**src/design/rcs_pkg.sv**
```systemverilog
/*
 recovered clock 2 select: constants of the design; the bench uses its own literals.
 assumes a 20 MHz system clock and a 16-bit register port.
*/
package rcs_pkg;

	// ************************************
	// register map
	// ************************************
	localparam logic [7:0]  CTRL_OFS   = 8'h18;
	localparam logic [7:0]  STAT_OFS   = 8'h19;
	localparam logic [15:0] CTRL_RST   = 16'h0000;
	localparam logic [15:0] CTRL_WMASK = 16'hff37;

	// ************************************
	// control field positions
	// ************************************
	localparam int EN_BIT  = 15;
	localparam int SRC_HI  = 14;
	localparam int SRC_LO  = 11;
	localparam int FRQ_HI  = 10;
	localparam int FRQ_LO  = 8;
	localparam int SQL_HI  = 5;
	localparam int SQL_LO  = 4;
	localparam int TYP_HI  = 2;
	localparam int TYP_LO  = 0;

	// ************************************
	// field codes
	// ************************************
	localparam logic [3:0] SRC_MAX   = 4'h3;
	localparam logic [2:0] FRQ_MAX   = 3'h2;
	localparam logic [2:0] TYP_MAX   = 3'h1;
	localparam logic [1:0] SQL_FULL  = 2'h0;
	localparam logic [1:0] SQL_SOFT  = 2'h1;
	localparam logic [1:0] SQL_LINK  = 2'h2;
	localparam logic [1:0] SQL_NONE  = 2'h3;
	localparam logic [1:0] SPD_10    = 2'h0;
	localparam logic [1:0] SPD_100   = 2'h1;
	localparam logic [1:0] SPD_1000  = 2'h2;

	// ************************************
	// timing
	// ************************************
	localparam int CLK_MHZ     = 20;
	localparam int QUIET_NS    = 200;
	localparam int QUIET_CYC   = (QUIET_NS * CLK_MHZ + 999) / 1000;
	localparam logic [3:0] QUIET_LAST = 4'(QUIET_CYC - 1);

endpackage : rcs_pkg

```
**src/design/rcs_select.sv**
```systemverilog
/*
 control and squelch logic of the second recovered clock output.
 assumes port status comes from other clock domains and a clock gate
 and mux downstream that follow the registered select and enable.
*/
// How it works
// - control bit 15 enables the output; cleared at reset.
// - bits 14:11 pick source port 0..3; other codes reserved; reset 0.
// - bits 10:8 pick 25, 125 or 31.25 MHz; others reserved.
// - squelch code 00: low when link down or unstable.
// - code 00: also low in gigabit master or 10 Mb/s link.
// - code 00: also low in energy-efficient 100M or gigabit slave.
// - code 01: as 00 but gigabit master and 10 Mb/s give clock.
// - code 01: energy-efficient mode keeps clock while idle received.
// - code 10: low only when link is down.
// - code 11: no automatic squelch at all.
// - code 11 with link down still drives the selected clock.
// - external squelch pin high silences output, overriding registers.
// - bits 2:0 pick serial-media or copper clock; others reserved.
`timescale 1ns/1ps

module rcs_select
(
	input  wire logic        sys_clk_i,
	input  wire logic        srst_i,
	input  wire logic [7:0]  addr_i,
	input  wire logic [15:0] wr_data_i,
	input  wire logic        wr_i,
	input  wire logic        rd_i,
	output logic      [15:0] rd_data_o,
	input  wire logic        squelch_pin_i,
	input  wire logic [3:0]  link_up_i,
	input  wire logic [3:0]  link_stable_i,
	input  wire logic [7:0]  link_speed_i,
	input  wire logic [3:0]  gig_master_i,
	input  wire logic [3:0]  eee_on_i,
	input  wire logic [3:0]  lpi_rx_i,
	output logic             second_recovered_clock_out_en_o,
	output logic      [1:0]  clk_port_o,
	output logic             clk_type_o,
	output logic      [1:0]  clk_freq_o
);

	// ************************************
	// types and storage
	// ************************************
	typedef enum logic [2:0]
	{
		ST_OFF  = 3'b001,
		ST_HOLD = 3'b010,
		ST_ON   = 3'b100
	} rcs_state_e;

	rcs_state_e  state;
	rcs_state_e  next_state;
	logic [15:0] ctrl;
	logic [3:0]  quiet_cnt;
	logic [4:0]  sync_a_pin;
	logic [4:0]  sync_b_pin;
	logic [27:0] sync_a_st;
	logic [27:0] sync_b_st;

	// ************************************
	// input synchronisers
	// ************************************
	// status comes from port logic on other clocks and the pin from
	// the board, so everything passes two flops before use
	// a speed change may show a mixed code for one cycle; the quiet
	// time keeps such a glitch from ever starting the clock
	always_ff @(posedge sys_clk_i)
	begin
		if (srst_i)
		begin
			sync_a_pin <= 5'h00;
			sync_b_pin <= 5'h00;
		end
		else
		begin
			sync_a_pin <= {squelch_pin_i, link_up_i};
			sync_b_pin <= sync_a_pin;
		end
	end

	always_ff @(posedge sys_clk_i)
	begin
		if (srst_i)
		begin
			sync_a_st <= 28'h0000000;
			sync_b_st <= 28'h0000000;
		end
		else
		begin
			sync_a_st <= {link_stable_i, link_speed_i, gig_master_i,
				eee_on_i, lpi_rx_i, 4'h0};
			sync_b_st <= sync_a_st;
		end
	end

	// ************************************
	// synchronised views
	// ************************************
	logic       pin_sq;
	logic [3:0] up_s;
	logic [3:0] stable_s;
	logic [7:0] speed_s;
	logic [3:0] master_s;
	logic [3:0] eee_s;
	logic [3:0] lpi_s;

	assign pin_sq   = sync_b_pin[4];
	assign up_s     = sync_b_pin[3:0];
	assign stable_s = sync_b_st[27:24];
	assign speed_s  = sync_b_st[23:16];
	assign master_s = sync_b_st[15:12];
	assign eee_s    = sync_b_st[11:8];
	assign lpi_s    = sync_b_st[7:4];

	// ************************************
	// control fields
	// ************************************
	logic       f_en;
	logic [3:0] f_src;
	logic [2:0] f_frq;
	logic [1:0] f_sql;
	logic [2:0] f_typ;

	assign f_en  = ctrl[rcs_pkg::EN_BIT];
	assign f_src = ctrl[rcs_pkg::SRC_HI:rcs_pkg::SRC_LO];
	assign f_frq = ctrl[rcs_pkg::FRQ_HI:rcs_pkg::FRQ_LO];
	assign f_sql = ctrl[rcs_pkg::SQL_HI:rcs_pkg::SQL_LO];
	assign f_typ = ctrl[rcs_pkg::TYP_HI:rcs_pkg::TYP_LO];

	// ************************************
	// squelch decision
	// ************************************
	function automatic logic auto_sq
	(
		input logic [1:0] level,
		input logic       up,
		input logic       stable,
		input logic [1:0] speed,
		input logic       master,
		input logic       eee,
		input logic       lpi
	);
		logic no_rclk;
		logic eee_mode;
		logic res;
		no_rclk  = up && ((speed == rcs_pkg::SPD_10) ||
			((speed == rcs_pkg::SPD_1000) && master));
		eee_mode = up && eee && ((speed == rcs_pkg::SPD_100) ||
			((speed == rcs_pkg::SPD_1000) && !master));
		case (level)
			rcs_pkg::SQL_FULL: res = !up || !stable || no_rclk || eee_mode;
			rcs_pkg::SQL_SOFT: res = !up || !stable || (eee_mode && !lpi);
			rcs_pkg::SQL_LINK: res = !up;
			default:           res = 1'b0;
		endcase
		return res;
	endfunction : auto_sq

	logic [1:0] port;
	logic       sel_ok;
	logic       want_off;
	logic       sel_diff;

	// only the low source bits are applied, which is enough because
	// reserved codes never reach the applied selection
	assign port = f_src[1:0];

	assign sel_ok = (f_src <= rcs_pkg::SRC_MAX) &&
		(f_frq <= rcs_pkg::FRQ_MAX) && (f_typ <= rcs_pkg::TYP_MAX);

	logic auto_now;

	assign auto_now = auto_sq(f_sql, up_s[port], stable_s[port],
		speed_s[2*port +: 2], master_s[port], eee_s[port], lpi_s[port]);

	assign want_off = pin_sq || !f_en || !sel_ok || auto_now;

	// a change of source while running is handled as a stop and
	// restart, so the mux never switches under a live clock except at reset, which clears select and enable at the same edge
	assign sel_diff = (clk_port_o != port) ||
		(clk_type_o != f_typ[0]) || (clk_freq_o != f_frq[1:0]);

	// ************************************
	// output sequencer
	// ************************************
	always_comb
	begin
		next_state = state;
		case (state)
			ST_OFF:
			begin
				if (!want_off)
				begin
					next_state = ST_HOLD;
				end
			end
			ST_HOLD:
			begin
				if (want_off || sel_diff)
				begin
					next_state = ST_OFF;
				end
				else if (quiet_cnt == rcs_pkg::QUIET_LAST)
				begin
					next_state = ST_ON;
				end
			end
			ST_ON:
			begin
				if (want_off || sel_diff)
				begin
					next_state = ST_OFF;
				end
			end
			default:
			begin
				next_state = ST_OFF;
			end
		endcase
	end

	always_ff @(posedge sys_clk_i)
	begin
		if (srst_i)
		begin
			state <= ST_OFF;
		end
		else
		begin
			state <= next_state;
		end
	end

	// four bits hold the quiet count at this clock rate
	// quiet time before restart
	always_ff @(posedge sys_clk_i)
	begin
		if (srst_i || state != ST_HOLD)
		begin
			quiet_cnt <= 4'h0;
		end
		else
		begin
			quiet_cnt <= quiet_cnt + 4'h1;
		end
	end

	always_ff @(posedge sys_clk_i)
	begin
		if (srst_i)
		begin
			second_recovered_clock_out_en_o <= 1'b0;
		end
		else
		begin
			second_recovered_clock_out_en_o <= (next_state == ST_ON);
		end
	end

	// selection is only taken over while the output is held low
	always_ff @(posedge sys_clk_i)
	begin
		if (srst_i)
		begin
			clk_port_o <= 2'h0;
			clk_type_o <= 1'b0;
			clk_freq_o <= 2'h0;
		end
		else if (state == ST_OFF && sel_ok)
		begin
			clk_port_o <= port;
			clk_type_o <= f_typ[0];
			clk_freq_o <= f_frq[1:0];
		end
	end

	// ************************************
	// register port
	// ************************************
	always_ff @(posedge sys_clk_i)
	begin
		if (srst_i)
		begin
			ctrl <= rcs_pkg::CTRL_RST;
		end
		else if (wr_i && addr_i == rcs_pkg::CTRL_OFS)
		begin
			ctrl <= wr_data_i & rcs_pkg::CTRL_WMASK;
		end
	end

	// status word lets software see why the output is held low;
	// it is read only, so writes to its address are dropped
	logic [15:0] stat;

	assign stat = {8'h00, 1'b0, state, sel_ok, auto_now, pin_sq,
		second_recovered_clock_out_en_o};

	// unmapped addresses read as zero
	always_ff @(posedge sys_clk_i)
	begin
		if (srst_i)
		begin
			rd_data_o <= 16'h0000;
		end
		else if (rd_i && addr_i == rcs_pkg::CTRL_OFS)
		begin
			rd_data_o <= ctrl;
		end
		else if (rd_i && addr_i == rcs_pkg::STAT_OFS)
		begin
			rd_data_o <= stat;
		end
		else
		begin
			rd_data_o <= 16'h0000;
		end
	end

endmodule : rcs_select

```
**config.mk**
```make
export PLATFORM = sky130hd
export DESIGN_NAME = rcs_select
export DESIGN_NICKNAME = d
export VERILOG_FILES = /design/src/design/rcs_pkg.sv /design/src/design/rcs_select.sv
export SDC_FILE = /design/constraint.sdc
export NUM_CORES = 1
export LEC_CHECK = 0
export BUFFER_PORTS_ARGS = -buffer_cell sky130_fd_sc_hd__buf_2
export CORE_ASPECT_RATIO = 1.25
export CORE_MARGIN = 2
export CORE_UTILIZATION = 56
export CTS_CLUSTER_DIAMETER = 60
export DETAILED_ROUTE_END_ITERATION = 10
export PLACE_DENSITY = 0.83
export SYNTH_ARGS = -nofsm -noshare
export SYNTH_HDL_FRONTEND = slang
export SYNTH_SLANG_ARGS = --single-unit
```
**constraint.sdc**
```tcl
create_clock -name sys_clk_i -period 5 [get_ports sys_clk_i]
set_input_delay 0.5 -clock sys_clk_i [delete_from_list [all_inputs] [get_ports sys_clk_i]]
set_output_delay 0.5 -clock sys_clk_i [all_outputs]
set_load 0.01 [all_outputs]
```
# --- Yosys cells after proc, flatten, opt, wreduce, memory -nomap -nowiden ---
# Index checks and enable logic that the tools add are counted.
word_totals:
  ff_bits: 108
  output_inout_bits: 22
op_classes:
  shift: 1
  bitwise: 1
  n_eq_ne: 15
  n_lt_le_gt_ge: 4
  muxes: 18
  n_addsub: 1
  reduce_logical: 35
op_table:
  columns: ["op", "n"]
  rows:
  - ["== test 8 x 5 -> 1 bit, second input constant", 2]
  - ["2-to-1 mux 16 bit", 1]
  - ["logical OR 1 bit", 13]
  - ["logical AND 1 bit", 12]
  - ["2-to-1 mux 3 bit", 4]
  - ["binary-select mux 1 bit (select 2 bit)", 5]
  - ["one-hot mux 3 bit (3 select lines)", 1]
  - ["variable part select 8 x 4 -> 2 bit", 1]
  - ["2-to-1 mux 7 bit", 1]
  - ["== test 3 bit, second input constant", 2]
  - ["zero test 1 bit", 6]
  - ["2-to-1 mux 1 bit", 5]
  - ["adder 4 x 1 -> 4 bit, second input constant", 1]
  - ["== test 2 x 1 -> 1 bit, second input constant", 2]
  - ["== test 2 bit, second input constant", 2]
  - ["== test 4 x 2 -> 1 bit, second input constant", 1]
  - ["<= comparator 4 x 2 -> 1 bit, second input constant", 1]
  - ["zero test 2 bit", 2]
  - ["!= test 2 bit", 2]
  - ["== test 3 x 1 -> 1 bit, second input constant", 1]
  - ["== test 3 x 2 -> 1 bit, second input constant", 1]
  - ["<= comparator 3 x 1 -> 1 bit, second input constant", 1]
  - ["<= comparator 3 x 2 -> 1 bit, second input constant", 1]
  - ["less-than comparator 2 x 3 -> 1 bit, second input constant", 1]
  - ["other kinds (6)", 6]

# --- Longest topological paths before layout ---
logic_depth:
  word_depth: 14
  ltp_mapped: 6
  ltp_nobuf: 5

# --- Worst setup path after synthesis ---
# OpenSTA, ideal clock, no wires.
synth_path:
  kind: "input to register"
  from: "input port addr_i[6]"
  to: "register ctrl[2]"
  path_stages: 6
  setup_time_ns: 0.128
  slack_ns: 2.890
  required_ns: 4.872
  arrival_time_ns: 1.983
  path_cell_list: "or4b_1 > nor4b_1 > nand3b_1 > buf_2 > mux2i_1 > nor2_1"
synth_between:
  elab_chain_cells: 2
synth_rtl:
  columns: ["element", "line_no", "rtl"]
  rows:
  - ["start: declaration", "rcs_select.sv:26", "input wire logic [7:0] addr_i,"]
  - ["== test 8 x 5 -> 1 bit", "rcs_select.sv:289", "else if (wr_i && addr_i == rcs_pkg::CTRL_OFS)"]
  - ["logical AND 1 bit", "rcs_select.sv:289", null]
  - ["end signal: assignment", "rcs_select.sv:287", "ctrl <= rcs_pkg::CTRL_RST;"]
  - ["end signal: assignment", "rcs_select.sv:291", "ctrl <= wr_data_i & rcs_pkg::CTRL_WMASK;"]
  - ["end: declaration", "rcs_select.sv:56", "logic [15:0] ctrl;"]
# No other way between the ends.
# A chain may end at the register's enable or synchronous reset.

# --- Final worst setup path ---
layout_path:
  from: "register ctrl[11]"
  to: "register rd_data_o[2]"
layout_between:
  elab_chain_cells: 11
  elab_cells_between_ends: 33
layout_rtl:
  columns: ["element", "line_no", "rtl"]
  rows:
  - ["parallel branches: the longest is 8 deep, another holds variable part select 8 x 4 -> 2 bit", null, null]
  - ["one-hot mux 1 bit (3 select lines) (*)", "rcs_select.sv:153", "case (level)"]
  - ["2-to-1 mux 7 bit (*)", "rcs_select.sv:313", "else if (rd_i && addr_i == rcs_pkg::STAT_OFS)"]
  - ["2-to-1 mux 16 bit (*)", "rcs_select.sv:309", "else if (rd_i && addr_i == rcs_pkg::CTRL_OFS)"]
  - ["end signal: assignment", "rcs_select.sv:311", "rd_data_o <= ctrl;"]
  - ["end signal: assignment", "rcs_select.sv:315", "rd_data_o <= stat;"]
  - ["end: declaration", "rcs_select.sv:30", "output logic [15:0] rd_data_o,"]
# Mark *: on every way between the ends. The select of a mux whose other input is x is not followed.

==> results by group <==
Logic synthesis
  • Ys Warns: 0
  • FF+latch count, synth: 99
  • Syn nets: 352
  • Largest cells by area after synthesis: dfxtp_1, nor2b_1, mux2i_1
  • Synth Area in Compound Gates: 2.99%
  • Mux cell area share after synthesis: 11.6%
  • Yosys top cell by area: dfxtp_1
  • Syn Area/Cell: 11.4 sq um
  • Largest family of logic cells by synthesized area: simple AND/OR/NAND/NOR gates
  • Post-Synthesis Cell Area: 3350 sq um
  • Synth cell types: 38
  • Mapped Cells: 294
  • XOR/XNOR share of the synthesized area: 1.83%
  • Most used DFF post-synth: dfxtp_1
  • Simple-gate share of the synthesized area: 21.4%
  • Sequential fraction of the synthesis area: 59.2%
  • Top cell type's share of synthesized area: 59.2%
  • Synth Area in Adders: 0.374%
  • Async SR Flop Fraction: 0%
  • EDFF count, synth: 0

CTS
  • Longest Clk Path Bufs: 2
  • CTS Root Cell: clkbuf_8
  • Worst-path clk slew: 0.09 ns
  • PostCTS Resize Cnt: 0
  • Number of clock sinks: 99
  • Htree depth: 3
  • # hold bufs at CTS: 0
  • Post-CTS Setup Bufs: 0
  • CTS tree: yes
  • Clk Latency, worst-skew pair: 0.35 ns
  • TritonCTS Buffers: 9

STA
  • Pins Over Slew Limit: 0
  • Worst slew pin tran: 0.852 ns
  • Final Hold Fails: 0
  • Slew margin rel.: 43.1%
  • Final Hold Slack: 0.353 ns
  • Setup-failing EPs final: 0
  • RSZ-0062 raised after global routing: false
  • Max Clk Rate: 0.410 GHz
  • Worst Skew: 0.00783 ns
  • Setup TNS: 0 ns
  • Final Cycle Share: 48.8%
  • Min Tclk post-route: 2.44 ns

Die
  • Chip height: 90.5 um
  • Row Count: 31
  • Placeable Area: 5780 sq um
  • Initial core utilization: 58.0%
  • Ports: 79
  • Die ar.: 6620 sq um
  • DIE WIDTH: 73.2 um

Run status
  • Status: complete, no violations

Worst setup path
  • Setup crit start kind: flop
  • CP endpoint kind: flop
  • Max FO, Critical Path: 11
  • Worst EP required: 5.27 ns
  • Critical path type: reg -> reg
  • Worst EP arrival: 2.71 ns

Global route
  • GR Util All Layers: 17.0%
  • Initial antenna violation count: 0
  • Largest net degree at the start of global routing: 42
  • First-pass GRT wire length: 8610 um
  • Total grt overflow: 0
  • Vias in the first global route: 2,001

Final layout
  • Antenna Diode Count: 0
  • Share of cells above drive strength 1: 26.1%
  • Most frequent cells in the layout: dfxtp_1, buf_2, nor2b_1
  • Commonest non-fill, non-tap cell in the layout: dfxtp_1
  • Final nets: 425
  • Layout area overhead: 16.9%

Drt
  • Initial DRC count: 99
  • Drt total wl: 5280 um
  • Via count: 2,129
  • DRC: 0
  • Drt via density: 4.87
  • Antenna Nets Post-Route: 0
  • Wire per inst: 12.1 um
  • Pre-Repair DR Iteration Count: 4

Power
  • Peak supply drop: 0.234 mV
  • Static Leak: 1.83 nW
  • P per Cell Area: 334 nW/um^2

Placement
  • Port Buf Inserts: 74
  • DP Wirelength: 3790 um
  • Placer congestion estimate: 0.788

Min path
  • Tightest Hold Check Type: in -> reg

Run
  • Max-Cap Viols: 0
-- report_power, final --
group | leakage [nW] | internal (W) | switching (W) | total (W)
clock | 0.0774 | 0.000191 | 0.000249 | 0.000439
combinational | 0.944 | 0.0000315 | 0.0000234 | 0.0000549
sequential | 0.810 | 0.000809 | 0.00000463 | 0.000814
-- final timing paths --
kind / end / from / cells after the start / slack [ns]
worst min-delay path: sync_a_pin[3] / link_up_i[3] / 2 / 0.35
worst max-delay path: rd_data_o[2] / ctrl[11] / 5 / 2.56
worst max register to register: rd_data_o[2] / ctrl[11] / 5 / 2.56
worst min register to register: sync_b_st[9] / sync_a_st[9] / 1 / 0.44
-- metrics by stage --
step	std cells	power, W	util, %	setup slack, ns	cell area, sq um
6_report	437	0.00131	67.8	2.56	3920
5_1_grt	437	0.00137	67.8	2.39	3920
4_1_cts	437	0.00132	67.8	2.52	3920
3_5_place_dp	422	0.000889	64.8	2.29	3750
3_3_place_gp	422	0.000886	64.8	2.35	3750
2_1_floorplan	294	0.000863	-	2.89	3350
-- worst max-delay path: stages, from the launching register on --
cell,delay [ns]
dfxtp_1,0.68
mux4_1,0.70
nor2b_1,0.14
a211oi_1,0.06
or4b_4,0.52
a311oi_2,0.26
-- registers in the layout, summed over array words and instances, names as in the netlist, 3 cells and up --
signal / count
sync_a_st: 24
sync_b_st: 24
rd_data_o: 15
ctrl: 13
sync_a_pin: 5
sync_b_pin: 5
quiet_cnt: 4
state: 3
-- Yosys cell counts, types with 3 or more instances --
library cell,instances
xor2_1,6
dfxtp_1,99
mux2i_1,22
nand3b_1,3
inv_1,6
nor2_1,32
mux4_2,4
and2_1,8
clkbuf_1,8
and3_1,5
a21oi_1,6
mux4_1,3
nor2b_1,60
-- metal layers --
metal  up-vias  GRT usage (%)  share of wire, %  wire, um
met5         -              0                 0         0
met4         0           6.94               1.6        86
met3         8           5.13               5.0       262
met2        60           29.9                52      2760
met1       949           18.5                41      2180
li1       1112              -                 -         -
-- final cells by class --
| type | count | area, sq um |
|---|---|---|
| Multi-Input combinational cell | 176 | 1280 |
| Inverter | 6 | 22.5 |
| Fill cell | 448 | 1860 |
| Tap cell | 66 | 82.6 |
| Clock inverter | 4 | 27.5 |
| Clock buffer | 11 | 141 |
| Timing Repair Buffer | 75 | 378 |
| Sequential cell | 99 | 1980 |
-- cell families after synthesis --
kind of cell / count (synthesis)
other: 1
adders and majority gates: 1
muxes: 29
buffers and inverters: 19
xor gates and xnor gates: 7
DFF: 99
and+or+nand+nor: 125
AOI/OAI and AO/OA: 13
(Power assumes the default switching activity.)
